### config.mk
export PLATFORM = sky130hd
export DESIGN_NAME = ebvc_top
export DESIGN_NICKNAME = d
export VERILOG_FILES = /design/src/rtl/ebvc_pkg.sv /design/src/rtl/ebvc_mode_ctrl.sv /design/src/rtl/ebvc_top.sv
export VERILOG_INCLUDE_DIRS = /design/src /design/src/rtl
export SDC_FILE = /design/constraint.sdc
export NUM_CORES = 1
export LEC_CHECK = 0
export BUFFER_PORTS_ARGS = -buffer_cell sky130_fd_sc_hd__buf_4
export CAP_MARGIN = 5
export CORE_MARGIN = 2
export CORE_UTILIZATION = 45
export DETAILED_ROUTE_END_ITERATION = 10
export PLACE_DENSITY = 0.8
export SKIP_LAST_GASP = 1
export SLEW_MARGIN = 25
export SYNTH_ARGS = -nofsm -noshare
export SYNTH_HDL_FRONTEND = slang
export SYNTH_HIERARCHICAL = 1
export SYNTH_SLANG_ARGS = --single-unit
### constraint.sdc
create_clock -name sys_clk -period 2.63 [get_ports sys_clk]
set_clock_uncertainty 0.1 [all_clocks]
set_input_delay 0.263 -clock sys_clk [delete_from_list [all_inputs] [get_ports sys_clk]]
set_output_delay 0.263 -clock sys_clk [all_outputs]
set_load 0.01 [all_outputs]
### src/rtl/ebvc_consts.svh
// constants for the external bus visibility controller
// assumes the includer uses these as plain widths, codes and counts
`ifndef EBVC_CONSTS_SVH
`define EBVC_CONSTS_SVH

`define EBVC_ADDR_W        16
`define EBVC_DATA_W        16
`define EBVC_MODE_W        3
// mode_select_bits encodings
`define EBVC_MODE_SPEC_SC  3'h0
`define EBVC_MODE_EMU_NAR  3'h1
`define EBVC_MODE_PERIPH   3'h2
`define EBVC_MODE_EMU_WIDE 3'h3
`define EBVC_MODE_NORM_SC  3'h4
`define EBVC_MODE_NORM_NAR 3'h5
`define EBVC_MODE_SPEC_TST 3'h6
`define EBVC_MODE_NORM_WID 3'h7
// reset values
`define EBVC_RST_VIS_EN    1'b0
`define EBVC_RST_ADDR      16'h0000
`define EBVC_RST_DATA      16'h0000

`endif

### src/rtl/ebvc_pkg.sv
// types for the external bus visibility controller
// assumes ebvc_consts.svh is on the include path
`include "ebvc_consts.svh"

package ebvc_pkg;

    // one internal core bus cycle as seen by the pin logic
    typedef struct packed {
        logic                      valid;    // a core cycle is present
        logic                      internal; // targets an internal resource
        logic                      no_access;// processor free cycle
        logic                      debug_sel;// background_debug_unit selected
        logic                      debug_drv;// background_debug_unit drives
        logic                      write;    // write cycle
        logic                      low_byte; // low byte access
        logic [`EBVC_ADDR_W-1:0]   addr;     // cycle address
        logic [`EBVC_DATA_W-1:0]   data;     // cycle data
    } ebvc_cycle_type;

    // external pin values
    typedef struct packed {
        logic                      eclk;            // bus clock
        logic                      rd_wr;           // high = read
        logic                      low_byte_strobe; // active low
        logic [`EBVC_ADDR_W-1:0]   addr;            // address
        logic [`EBVC_DATA_W-1:0]   data;            // data
    } ebvc_pins_type;

    typedef enum logic [2:0] {
        EBVC_RUN  = 3'b001,
        EBVC_TEST = 3'b010,
        EBVC_HALT = 3'b100
    } ebvc_state_type;

endpackage

### src/rtl/ebvc_mode_ctrl.sv
// operating-mode control: mode_select_bits and visibility_enable storage
// assumes writes come from the core on sys_clk, one cycle strobe
`timescale 1ns/10ps
`include "ebvc_consts.svh"

module ebvc_mode_ctrl
    import ebvc_pkg::*;
(
    input  wire logic                    sys_clk,      // core clock
    input  wire logic                    resetn,       // sync reset, low
    input  wire logic [`EBVC_MODE_W-1:0] strap_mode,   // mode latched at reset
    input  wire logic                    secured,      // chip secured
    input  wire logic                    mode_wr,      // mode register write
    input  wire logic [`EBVC_MODE_W-1:0] mode_wr_sel,  // new mode_select_bits
    input  wire logic                    mode_wr_vis,  // new visibility_enable
    output      logic [`EBVC_MODE_W-1:0] mode_select_bits, // current mode
    output      logic                    visibility_enable // stored enable
);

    logic [`EBVC_MODE_W-1:0] next_mode_select_bits;
    logic                    next_visibility_enable;
    logic                    periph;

    assign periph = (mode_select_bits == `EBVC_MODE_PERIPH);

    always_comb begin
        next_mode_select_bits  = mode_select_bits;
        next_visibility_enable = visibility_enable;
        // register unreachable in tester mode; only a reset leaves it
        if (mode_wr && !periph) begin
            next_visibility_enable = mode_wr_vis;
            if (!secured) begin
                next_mode_select_bits = mode_wr_sel;
            end
        end
    end

    // strap taken on a clocked edge while reset is held, never asynchronously
    always_ff @(posedge sys_clk) begin
        if (!resetn) begin
            mode_select_bits  <= strap_mode;
            visibility_enable <= `EBVC_RST_VIS_EN;
        end else begin
            mode_select_bits  <= next_mode_select_bits;
            visibility_enable <= next_visibility_enable;
        end
    end

endmodule

### src/rtl/ebvc_top.sv
// external bus pin conduct for internal, debug and no-access cycles
// assumes core cycle info arrives on sys_clk; pins are sampled outside
`timescale 1ns/10ps
`include "ebvc_consts.svh"

module ebvc_top
    import ebvc_pkg::*;
(
    input  wire logic                    sys_clk,         // 125 MHz core clock
    input  wire logic                    resetn,          // sync reset, low
    input  wire logic [`EBVC_MODE_W-1:0] strap_mode_pin,  // mode pins
    input  wire logic                    secured,         // security state
    input  wire logic                    mode_wr,         // mode register write
    input  wire logic [`EBVC_MODE_W-1:0] mode_wr_sel,     // written mode bits
    input  wire logic                    mode_wr_vis,     // written enable
    input  wire logic                    stop_exec,       // stop executed
    input  wire logic                    stop_wake,       // stop wakeup
    input  wire logic                    wait_mode,       // wait mode, no effect
    input  wire ebvc_cycle_type          cycle,           // core cycle
    input  wire logic                    eclk_phase,      // core bus phase
    input  wire logic [1:0]              pipe_status,     // core pipe status
    input  wire logic                    pipe_en,         // pipe outputs on
    input  wire logic [3:0]              port_e_assignment, // ctrl enables
    output      ebvc_pins_type           pins,            // bus pin values
    output      logic                    bus_oe,          // address/data drive
    output      logic [3:0]              ctrl_oe,         // rw,strb,eclk,pipe
    output      logic [1:0]              pipe_status_outputs, // pipe pins
    output      logic                    core_hold,       // idle the core
    output      logic [`EBVC_MODE_W-1:0] mode_select_bits, // current mode
    output      logic                    vis_active       // visibility live
);

    ////////////////////////////////////////////////////////////////////
    // strap synchroniser
    logic [`EBVC_MODE_W-1:0] strap_s1;
    logic [`EBVC_MODE_W-1:0] strap_s2;

    always_ff @(posedge sys_clk) begin
        strap_s1 <= strap_mode_pin;
        strap_s2 <= strap_s1;
    end

    logic visibility_enable;

    ebvc_mode_ctrl u_mode (
        .sys_clk           (sys_clk),
        .resetn            (resetn),
        .strap_mode        (strap_s2),
        .secured           (secured),
        .mode_wr           (mode_wr),
        .mode_wr_sel       (mode_wr_sel),
        .mode_wr_vis       (mode_wr_vis),
        .mode_select_bits  (mode_select_bits),
        .visibility_enable (visibility_enable)
    );

    ////////////////////////////////////////////////////////////////////
    // mode decode
    logic periph;
    logic single_chip;
    logic emu_exp;
    logic vis_allowed;

    assign periph      = (mode_select_bits == `EBVC_MODE_PERIPH);
    assign single_chip = (mode_select_bits == `EBVC_MODE_SPEC_SC)
                       || (mode_select_bits == `EBVC_MODE_NORM_SC);
    assign emu_exp     = (mode_select_bits == `EBVC_MODE_EMU_NAR)
                       || (mode_select_bits == `EBVC_MODE_EMU_WIDE);
    assign vis_allowed = (mode_select_bits == `EBVC_MODE_EMU_WIDE)
                       || (mode_select_bits == `EBVC_MODE_NORM_WID)
                       || (mode_select_bits == `EBVC_MODE_SPEC_TST)
                       || (mode_select_bits == `EBVC_MODE_EMU_NAR);

    // not-allowed modes and security both read the enable as clear
    assign vis_active = visibility_enable && vis_allowed && !secured;

    ////////////////////////////////////////////////////////////////////
    // run / tester / halted state
    ebvc_state_type state;
    ebvc_state_type next_state;

    always_comb begin
        next_state = state;
        case (state)
            EBVC_RUN: begin
                if (periph) begin
                    next_state = EBVC_TEST;
                end else if (stop_exec) begin
                    next_state = EBVC_HALT;
                end
            end
            EBVC_TEST: begin
                next_state = EBVC_TEST;
            end
            EBVC_HALT: begin
                if (stop_wake) begin
                    next_state = EBVC_RUN;
                end
            end
            default: begin
                next_state = EBVC_RUN;
            end
        endcase
    end

    always_ff @(posedge sys_clk) begin
        if (!resetn) begin
            state <= EBVC_RUN;
        end else begin
            state <= next_state;
        end
    end

    // tester drives the pins; background debug stays off by its promise
    // mode term covers the first cycle after reset, before state moves
    assign core_hold = (state == EBVC_TEST) || periph;

    ////////////////////////////////////////////////////////////////////
    // pin values; wait_mode deliberately unused in the pin path
    ebvc_pins_type next_pins;
    logic [1:0]    next_pipe;
    logic          active;
    logic          hidden_int;
    logic          rw_en;
    logic          strb_en;
    logic          eclk_en;
    logic          pipe_pin_en;

    assign active = (state == EBVC_RUN) && !single_chip && !periph;

    // emulation expanded forces all bus control pins on
    assign rw_en       = emu_exp || port_e_assignment[0];
    assign strb_en     = emu_exp || port_e_assignment[1];
    assign eclk_en     = emu_exp || port_e_assignment[2];
    assign pipe_pin_en = emu_exp || (port_e_assignment[3] && pipe_en);

    assign hidden_int = cycle.valid && cycle.internal && !vis_active;

    always_comb begin
        next_pins       = pins;
        next_pins.eclk  = 1'b0;
        next_pipe       = secured ? 2'b00 : pipe_status;
        if (active && cycle.valid) begin
            next_pins.eclk = eclk_phase;
            if (hidden_int) begin
                // rw only forced when configured as an output
                next_pins.eclk  = 1'b0;
                next_pins.rd_wr = rw_en ? 1'b1 : pins.rd_wr;
            end else if (cycle.debug_sel && vis_active) begin
                next_pins.rd_wr = 1'b1;
                next_pins.addr  = cycle.addr;
                next_pins.low_byte_strobe = !cycle.low_byte;
            end else if (cycle.no_access && !cycle.debug_drv) begin
                next_pins.rd_wr = 1'b1;
            end else begin
                next_pins.rd_wr = !cycle.write;
                next_pins.addr  = cycle.addr;
                next_pins.data  = cycle.data;
                next_pins.low_byte_strobe = !cycle.low_byte;
            end
        end
        // single chip leaves the address latch frozen to save toggling
        if (single_chip) begin
            next_pins.addr = pins.addr;
        end
    end

    always_ff @(posedge sys_clk) begin
        if (!resetn) begin
            pins.eclk            <= 1'b0;
            pins.rd_wr           <= 1'b1;
            pins.low_byte_strobe <= 1'b1;
            pins.addr            <= `EBVC_RST_ADDR;
            pins.data            <= `EBVC_RST_DATA;
            pipe_status_outputs  <= 2'b00;
        end else begin
            pins                <= next_pins;
            pipe_status_outputs <= next_pipe;
        end
    end

    ////////////////////////////////////////////////////////////////////
    // output enables: tester mode and single chip release the bus
    assign bus_oe  = active;
    // emulation keeps control pins driven even while halted
    assign ctrl_oe = emu_exp ? 4'hf
                   : {pipe_pin_en && (state != EBVC_HALT),
                      eclk_en && (state != EBVC_TEST) && !periph,
                      strb_en && active,
                      rw_en && active};

endmodule

==> key figures, run 1 <==
GRT
  – GRT Total Usage: 18.60%
  – Antenna violations before repair: 0
  – First-pass GRT wire length: about 7600 um
  – Total gr overflow: 0
  – Vias in the first global route: about 1800
  – Largest net degree at the start of global routing: 45

Yosys
  – Synth unique cells: 30
  – Multiplexer share of the synthesized area: between 15 and 20%
  – Simple-gate share of the synthesized area: between 20% and 30%
  – Cell accounting for the most synthesized area: dfxtp_1
  – Synth Register Bits: 50
  – Avg Cell Area, Syn: just under 10 um^2
  – Top cell type's share of synthesized area: roughly 46%
  – Leading post-synthesis cells by cell area: dfxtp_1 (46%), mux2i_1 (16%), nand2_1 (14%)
  – Adder-Cell Fraction of Synth Area: 0%
  – Total number of yosys warnings: 6
  – Xor-xnor portion of the synthesized cell area: 0%
  – Mapped Nets: ~280
  – Netlist area before placement: 2066 um^2
  – Cells after Synth: ~210
  – Largest family of logic cells by synthesized area: simple AND/OR/NAND/NOR gates
  – Synth Area in Compound Gates: 6.663%
  – Seq/Total Area, Yosys: 49.91%

Clocking
  – Latest clock arrival within the worst-skew pair: roughly 0.29 ns
  – Post-CTS sizing: 0
  – Root buf cell: clkbuf_8
  – Clk buf depth: 2
  – Clk sink count: 50
  – Post-CTS Hold Buffers: 3
  – H-tree Lvls: 2
  – CTS tree: built
  – # Post-CTS Setup Buffers: 0
  – Clk pin slew, worst setup/hold paths: around 0.09 ns
  – Num CTS Buffers: 5

Setup path
  – Length in cells of the worst reg-to-reg path: 5
  – Crit. End Element: flip-flop
  – R2r setup slk: 0.55 ns
  – Critical path class: reg -> reg
  – CP endpoint: pins[7]$_SDFFE_PN0P_
  – Crit path launch type: flip-flop
  – Crit Reg-Reg Endpoint: pins[7]$_SDFFE_PN0P_
  – Worst Setup SP: u_mode/mode_select_bits[2]$_DFFE_PP_
  – Arrival @ worst endpoint: around 2.2 ns
  – Worst EP required: 2.76 ns
  – CP max FO: 17
  – Reg2reg start: u_mode/mode_select_bits[2]$_DFFE_PP_

Floorplan
  – Core Area: between 4000 and 5000 um^2
  – Die X-Extent: 71.76 um
  – Die Ht: between 70 and 80 um
  – Initial Util: a little under half
  – Die area: approximately 5000 um^2
  – I/O pin cnt: about 110
  – FP Rows: 24

Detailed routing
  – Routed vias: 1839
  – Drt initial violations: 35
  – DR top layer: met4
  – Routed WL: approximately 4600 um
  – DRC: 0
  – DRT met1 WL: 1908 um
  – First-pass DRT Iterations: 4
  – WL/cell: between 10 and 15 um
  – Antenna-violating nets left: 0
  – Metal3 WL: approximately 430 um
  – Routed wl met2: 2157 um
  – Via-per-instance ratio: around 4.9

Min path
  – Hold_sp: cycle[33]
  – Hold crit path type: in -> reg
  – Min-Delay Path Depth: 2

Placed design
  – Inst Count DP: approximately 370
  – I/O Buffers: 106
  – Detailed Place HPWL: roughly 3400 um
  – Global placer's final weighted congestion: around 0.75

Power and ir drop
  – Power per Cell Area: 527.3 nW/um^2
  – VDD IR max: between 300 and 400 uV
  – Leakage power: between 0.001 and 0.0015 uW

Run
  – Maxcap violations: 0

Finish
  – Most common cell after layout, fill and taps aside: buf_4
  – Synthesis-to-finish area growth: 46.70%
  – Layout cells sized above 1: between 30% and 40%
  – Layout Nets: between 300 and 400
  – Most frequent cells in the layout: buf_4 (109), nand2_1 (75), dfxtp_1 (47)
  – Fin cells: 376
  – Fill cell count: ~360
  – Diode count: 0

Timing
  – Fin crit period: slightly above 2 ns
  – RSZ-0062 raised after global routing: false
  – Worst-Margin Slew: about 0.43 ns
  – Max Fclk: about 0.48 GHz
  – Slew HR: slightly above 70%
  – Final count of hold timing violations: 0
  – Setup TNS: 0 ns
  – Setup violators final: 0
  – Final worst-path cycle share: roughly 79%
  – Final Slew Violations: 0

Run status
  – Outcome: complete, no violations
[how the worst min path moves through the flow]
stage                                  to  slack [ns]
global placement      strap_s2[1]$_DFF_P_        0.21
floorplan             strap_s1[0]$_DFF_P_        0.19
CTS                 pins[33]$_SDFFE_PN1P_        0.05
detailed placement    strap_s2[2]$_DFF_P_        0.22
global route        pins[33]$_SDFFE_PN1P_        0.07
finish              pins[33]$_SDFFE_PN1P_        0.07
[registers in the layout (all words and copies together), names as in the netlist]
name and count:
u_mode/mode_select_bits 3, pins 35, pipe_status_outputs 2, state 3, strap_s2 3, strap_s1 3, u_mode/visibility_enable 1
[layer usage]
metal | track usage [%] | up-vias
met4 | 7.128 | 0
met2 | 31.69 | 70
met5 | 0 | -
li1 | - | 927
met1 | 21.36 | 832
met3 | 6.610 | 10
[layout make-up]
type                            instances  area, um^2  area share, %
Multi-Input combinational cell        149       965.9          31.87
Tap cell                               52       65.06          2.147
Inverter                                5       18.77         0.6193
Clock buffer                            8       101.3          3.344
Sequential cell                        50        1031          34.02
Timing Repair Buffer                  112       848.3          27.99
[through the flow]
stage | util, % | power, uW | hold slack, ns | instance area (um^2) | worst slack [ns]
final | 69.12 | 1598 | 0.06567 | 3030 | 0.5532
after global routing | 69.12 | 1679 | 0.06570 | 3030 | 0.3984
after detailed placement | 66.12 | 1125 | 0.2167 | 2899 | 0.5727
after floorplan | - | 976.6 | 0.1907 | 2066 | 0.4379
after CTS | 69.12 | 1620 | 0.05165 | 3030 | 0.5533
after global placement | 66.12 | 1118 | 0.2108 | 2899 | 0.6257
[synth_stat cells]
library cell  number
o21ai_0            4
dfxtp_1           47
o21bai_1           1
a2111oi_4          1
a21oi_1            2
o31ai_4            1
inv_1              5
a211oi_1           1
mux2i_1           34
nor2b_1            3
nand3b_1           1
nand2b_1           5
nor3b_1            3
buf_2              1
nor3b_2            1
clkbuf_1           8
mux2_2             5
buf_8              1
and3b_1            3
edfxtp_1           3
a41o_1             1
or2_4              1
a32oi_1            1
o32a_1             1
o311ai_0           1
nand3_1            1
nand3b_2           1
o22ai_1            1
nor2_2             1
nand2_1           75
[where the power goes]
part	leakage, uW	internal (uW)	total (uW)	switching (uW)
registers	0.000414	801	826	25.3
clock network	0.0000506	247	489	242
logic	0.000900	161	283	122
total	0.00136	1210	1600	389
[critical path: stages (launching register included)]
cell and delay [ns]:
edfxtp_1 0.52, mux2i_1 0.20, or2_4 0.28, a2111oi_4 0.33, buf_4 0.34, mux2i_1 0.23
[cells by family (layout without fill, tap and decap cells)]
kind of cell	Yosys count	after routing
compound gates	15	15
buf+inv	15	125
flops	50	50
mux	39	39
simple gates	95	95
No activity file was read; power rests on OpenSTA's default activity.
==> run 2: changes to the inputs <==
--- a/config.mk
+++ b/config.mk
@@ -9,9 +9,9 @@
 export BUFFER_PORTS_ARGS = -buffer_cell sky130_fd_sc_hd__buf_4
 export CAP_MARGIN = 5
 export CORE_MARGIN = 2
-export CORE_UTILIZATION = 45
+export CORE_UTILIZATION = 40
 export DETAILED_ROUTE_END_ITERATION = 10
-export PLACE_DENSITY = 0.8
+export PLACE_DENSITY = 0.75
 export SKIP_LAST_GASP = 1
 export SLEW_MARGIN = 25
 export SYNTH_ARGS = -nofsm -noshare
==> constraint.sdc (replaced) <==
create_clock -name sys_clk -period 1.9 [get_ports sys_clk]
set_clock_uncertainty 0.1 [all_clocks]
set_input_delay 0.19 -clock sys_clk [delete_from_list [all_inputs] [get_ports sys_clk]]
set_output_delay 0.19 -clock sys_clk [all_outputs]
set_load 0.01 [all_outputs]
==> key figures, run 2 (same netlist as run 1, synthesis figures left out) <==
Run status
  – Outcome: complete, no violations

Timing
  – Setup TNS: 0 ns
  – Setup violators final: 0
  – Max Fclk: 0.5294 GHz
  – Worst-Margin Slew: between 0.3 and 0.4 ns
  – Final worst-path cycle share: approximately 99%
  – Worst Hold Margin: 0.02930 ns
  – Fin crit period: 1.889 ns
  – Final count of hold timing violations: 0
  – Slew HR: 73.47%
  – RSZ-0062 raised after global routing: true
  – Final Slew Violations: 0

Detailed routing
  – First-pass DRT Iterations: 3
  – WL/cell: 11.70 um
  – Antenna-violating nets left: 0
  – Routed WL: approximately 4700 um
  – Routed vias: between 1500 and 2000
  – Drt initial violations: 66
  – Via-per-instance ratio: roughly 4.6
  – DRC: 0

Min path
  – Hold crit path type: in -> reg

Finish
  – Largest register FFs: 35
  – Post-route design area: between 3000 and 4000 um^2
  – Most frequent cells in the layout: buf_4 (111), nand2_1 (75), dfxtp_1 (47)
  – Synthesis-to-finish area growth: 53.73%
  – Layout cells sized above 1: about two fifths
  – Fin cells: approximately 400
  – Layout Nets: around 390
  – Biggest register: pins
  – Diode count: 0
  – Most common cell after layout, fill and taps aside: buf_4

Placed design
  – Inst Count DP: between 300 and 400
  – Area post-placement: about 3000 um^2
  – Detailed Place HPWL: about 3500 um
  – Global placer's final weighted congestion: ~0.8
  – I/O Buffers: between 100 and 150

Setup path
  – CP delay by family, top: flip-flops
  – Slowest stage cell, crit path: edfxtp_1
  – CP max FO: 9
  – Arrival @ worst endpoint: between 2 and 2.5 ns
  – Cell mode on critical path: mux2i_1
  – WP buf/inv: 1
  – Max stage delay on crit path: 0.44 ns
  – Critical-path cell list: mux2i_1 > or2_4 > a2111oi_4 > buf_6 > mux2i_1
  – Critical path class: reg -> reg
  – Crit. End Element: flip-flop
  – Crit path launch type: flip-flop
  – Worst EP required: slightly above 2 ns

Power and ir drop
  – Clock power frac: between 30% and 40%
  – Leakage power: 0.001427 uW
  – Combinational power share: around 19%
  – VDD IR max: slightly above 600 uV
  – Internal: between 1500 and 2000 uW
  – Switching share of power: 24.61%
  – Net Sw Power: between 500 and 600 uW
  – Seq pwr share: about half
  – Power per Cell Area: approximately 730 nW/um^2
  – Total power: about 2300 uW

Floorplan
  – Initial Util: between 40% and 50%
  – FP Rows: 26
  – Die X-Extent: approximately 76 um
  – Core Area: about 5000 um^2
  – Die Ht: 75.87 um
  – Die area: about 5800 um^2
  – I/O pin cnt: 108

Clocking
  – H-tree Lvls: 2
  – Root buf cell: clkbuf_8
  – Clk buf depth: 2
  – Num CTS Buffers: 5
  – Clk pin slew, worst setup/hold paths: 0.09 ns
  – Latest clock arrival within the worst-skew pair: about 0.30 ns
  – CTS tree: built
  – Clk sink count: 50

GRT
  – Vias in the first global route: 1701
  – Antenna violations before repair: 0
  – Largest net degree at the start of global routing: 49
  – Total gr overflow: 0
  – First-pass GRT wire length: 7245 um
  – GRT Total Usage: between 15 and 20%

Run
  – Maxcap violations: 0
run 2: changes by cell type in the layout (fill, tap and decap cells not counted), sizes merged:
cell / before / now
clkbuf: 8 / 5
clkinv: 0 / 1
buf: 109 / 115
bufinv: 0 / 1
dlygate4sd3: 3 / 5
inv: 5 / 6
run 2: stage by stage:
stage          utilization, %  setup slack, ns
2_1_floorplan               -          -0.2390
5_1_grt                 62.98          -0.1035
3_3_place_gp            59.43          0.05246
4_1_cts                 62.63         -0.01859
6_report                62.98          0.01108
3_5_place_dp            59.43         0.003721
run 2: worst paths after layout:
path	from	to	slack, ns	depth (start not counted)
max reg2reg	u_mode/mode_select_bits[2]$_DFFE_PP_	pins[9]$_SDFFE_PN0P_	0.01	5
max	u_mode/mode_select_bits[2]$_DFFE_PP_	pins[9]$_SDFFE_PN0P_	0.01	5
min	pipe_status[0]	pipe_status_outputs[0]$_SDFF_PP0_	0.03	2
min reg2reg	strap_s1[0]$_DFF_P_	strap_s2[0]$_DFF_P_	0.23	0
run 2: power groups by stage:
stage                     logic (uW)  registers (uW)  clock network, uW
final                            431            1140                756
after global routing             469            1140                827
after CTS                        433            1140                776
after detailed placement         423            1160                  0
after global placement           416            1160                  0
after floorplan                  175            1180                  0
run 2: timing repair:
item | 4_1_cts | 5_1_grt
hold endpoints to repair | 4 | 1
endpoints found under the setup margin | 6 | 18
gates resized for setup | 2 | 2
hold buffers | 4 | 1
setup buffers | 0 | 0
run 2: metal layers:
layer,up-vias,part of all wire [%],track usage [%]
li1,943,-,-
met1,835,42,17.84
met2,59,50,29.31
met3,7,7.2,6.349
met4,0,1.1,5.263
met5,-,0,0
run 2: area by class of cell:
type / instances / area, um^2
fill: 439 / 1867
sequential: 50 / 1031
multi-input combinational: 149 / 979.7
timing repair buffer: 120 / 945.9
tap: 70 / 87.58
clock buffer: 5 / 68.82
clock inverter: 3 / 43.79
inverter: 5 / 18.77
==> run 3: changes to the inputs <==
--- a/config.mk
+++ b/config.mk
@@ -9,9 +9,10 @@
 export BUFFER_PORTS_ARGS = -buffer_cell sky130_fd_sc_hd__buf_4
 export CAP_MARGIN = 5
 export CORE_MARGIN = 2
-export CORE_UTILIZATION = 40
+export CORE_UTILIZATION = 48
 export DETAILED_ROUTE_END_ITERATION = 10
-export PLACE_DENSITY = 0.75
+export PLACE_DENSITY = 0.84
+export SETUP_SLACK_MARGIN = 0.05
 export SKIP_LAST_GASP = 1
 export SLEW_MARGIN = 25
 export SYNTH_ARGS = -nofsm -noshare
==> constraint.sdc (replaced) <==
create_clock -name sys_clk -period 2.3 [get_ports sys_clk]
set_clock_uncertainty 0.1 [all_clocks]
set_input_delay 0.23 -clock sys_clk [delete_from_list [all_inputs] [get_ports sys_clk]]
set_output_delay 0.23 -clock sys_clk [all_outputs]
set_load 0.01 [all_outputs]
==> key figures, run 3 (same netlist as run 1, synthesis figures left out) <==
Run status
  – Outcome: complete, no violations

Setup path
  – Reg2reg start: u_mode/mode_select_bits[2]$_DFFE_PP_
  – Crit Reg-Reg Endpoint: pins[10]$_SDFFE_PN0P_
  – Critical path class: reg -> reg
  – WP depth: 5
  – R2r setup slk: between 0.2 and 0.3 ns
  – Worst EP required: around 2.4 ns
  – Length in cells of the worst reg-to-reg path: 5
  – Arrival @ worst endpoint: roughly 2.1 ns
  – Crit. End Element: flip-flop
  – WP buf/inv: 1
  – CP delay by family, top: flip-flops
  – Slowest stage cell, crit path: edfxtp_1
  – Cell mode on critical path: mux2i_1
  – CP endpoint: pins[10]$_SDFFE_PN0P_
  – CP max FO: 17
  – Critical-path cell list: mux2i_1 > or2_4 > a2111oi_4 > buf_12 > mux2i_1
  – Max stage delay on crit path: 0.52 ns
  – Crit path launch type: flip-flop
  – Worst Setup SP: u_mode/mode_select_bits[2]$_DFFE_PP_

Timing
  – Setup violators final: 0
  – Final count of hold timing violations: 0
  – RSZ-0062 raised after global routing: false
  – Final Slew Violations: 0
  – Fin crit period: approximately 2 ns
  – Setup TNS: 0 ns
  – Max Fclk: about 0.5 GHz
  – Worst-Margin Slew: around 0.42 ns
  – Slew HR: between 70% and 80%
  – Final worst-path cycle share: roughly 90%

Run
  – Maxcap violations: 0

Floorplan
  – Die area: roughly 4800 um^2
  – FP Rows: 23
  – Die Ht: between 60 and 70 um
  – Core Area: 4058 um^2
  – Initial Util: roughly half
  – I/O pin cnt: around 110
  – Die X-Extent: approximately 70 um

Power and ir drop
  – Power per Cell Area: around 600 nW/um^2
  – VDD IR max: around 400 uV
  – Leakage power: about 0.0014 uW

GRT
  – Antenna violations before repair: 0
  – Largest net degree at the start of global routing: 36
  – GRT Total Usage: 20.83%
  – Total gr overflow: 0
  – First-pass GRT wire length: roughly 8200 um
  – Vias in the first global route: about 1800

Detailed routing
  – DRT met1 WL: 1998 um
  – Metal3 WL: between 300 and 400 um
  – Routed WL: about 4900 um
  – First-pass DRT Iterations: 4
  – Routed wl met2: ~2500 um
  – DRC: 0
  – Routed vias: 1856
  – Drt initial violations: 58
  – DR top layer: met4
  – Via-per-instance ratio: 4.936
  – Antenna-violating nets left: 0
  – WL/cell: 13.05 um

Finish
  – Layout Nets: 386
  – Biggest register: pins
  – Layout cells sized above 1: between 30 and 40%
  – Most frequent cells in the layout: buf_4 (110), nand2_1 (75), dfxtp_1 (47)
  – Synthesis-to-finish area growth: 48.58%
  – Most common cell after layout, fill and taps aside: buf_4
  – Final core utilization: roughly 76%
  – Largest register FFs: 35
  – Diode count: 0

Clocking
  – Clk buf depth: 2
  – Clk sink count: 50
  – CTS tree: built
  – Root buf cell: clkbuf_8
  – Clk pin slew, worst setup/hold paths: approximately 0.090 ns
  – Num CTS Buffers: 5
  – Latest clock arrival within the worst-skew pair: 0.30 ns
  – H-tree Lvls: 2
  – # Post-CTS Setup Buffers: 0

Placed design
  – I/O Buffers: 106
  – Detailed Place HPWL: approximately 3700 um
  – Global placer's final weighted congestion: a little over 0.7

Min path
  – Hold crit path type: in -> reg
  – Min-Delay Path Depth: 2
-- run 3: changes by cell type in the layout (fill, tap and decap cells not counted), sizes merged --
cell / previous run / this run
inv: 6 / 5
clkinv: 1 / 0
buf: 115 / 111
dlygate4sd3: 5 / 3
clkinvlp: 0 / 1
clkbuf: 5 / 6
-- run 3: timing repair --
action                     in CTS  in global routing
setup endpoints to repair       0                  1
hold endpoints to repair        3                  0
resized for setup               0                  1
hold buffers                    3                  0
-- run 3: stage by stage --
stage | hold WS (ns) | instance area (um^2) | setup slack (ns) | power, uW | std cells
after global routing | 0.01542 | 3069 | 0.1938 | 1981 | 376
after floorplan | 0.1577 | 2066 | 0.1079 | 1117 | 214
final | 0.02879 | 3069 | 0.2887 | 1887 | 376
after CTS | 0.02311 | 3064 | 0.1899 | 1903 | 376
after global placement | 0.2098 | 2924 | 0.3905 | 1285 | 365
after detailed placement | 0.2138 | 2924 | 0.3115 | 1295 | 365
-- run 3: final cells by class --
type	count	area (um^2)
sequential	50	1031
multi-input combinational	149	970.9
tap	50	62.56
fill	294	988.4
clock inverter	2	37.54
timing repair buffer	114	875.8
clock buffer	6	72.57
inverter	5	18.77
-- run 3: worst register-to-register path: cells and delay by family, from the launching register on --
| kind | cells | cell delay (ns) |
|---|---|---|
| AND/OR/NAND/NOR | 1 | 0.28 |
| AO/OA/AOI/OAI | 1 | 0.40 |
| buffers and inverters | 1 | 0.22 |
| flip-flops | 1 | 0.52 |
| multiplexers | 2 | 0.42 |
-- run 3: metal layers --
| layer | up-vias | track usage, % |
|---|---|---|
| li1 | 934 | - |
| met1 | 847 | 24.07 |
| met2 | 68 | 36.32 |
| met3 | 7 | 7.122 |
| met4 | 0 | 6.100 |
| met5 | - | 0 |
-- run 3: power breakdown --
group / switching, uW / internal [uW] / total (uW)
clock: 284 / 325 / 609
combinational: 143 / 190 / 333
sequential: 29.1 / 916 / 945
total: 456 / 1430 / 1890
-- run 3: worst min path at each step --
| stage | start | end | slack (ns) |
|---|---|---|---|
| 2_1_floorplan | strap_mode_pin[0] | strap_s1[0]$_DFF_P_ | 0.16 |
| 3_3_place_gp | strap_s1[1]$_DFF_P_ | strap_s2[1]$_DFF_P_ | 0.21 |
| 3_5_place_dp | strap_s1[2]$_DFF_P_ | strap_s2[2]$_DFF_P_ | 0.21 |
| 4_1_cts | cycle[33] | pins[33]$_SDFFE_PN1P_ | 0.02 |
| 5_1_grt | cycle[33] | pins[33]$_SDFFE_PN1P_ | 0.02 |
| 6_report | cycle[33] | pins[33]$_SDFFE_PN1P_ | 0.03 |
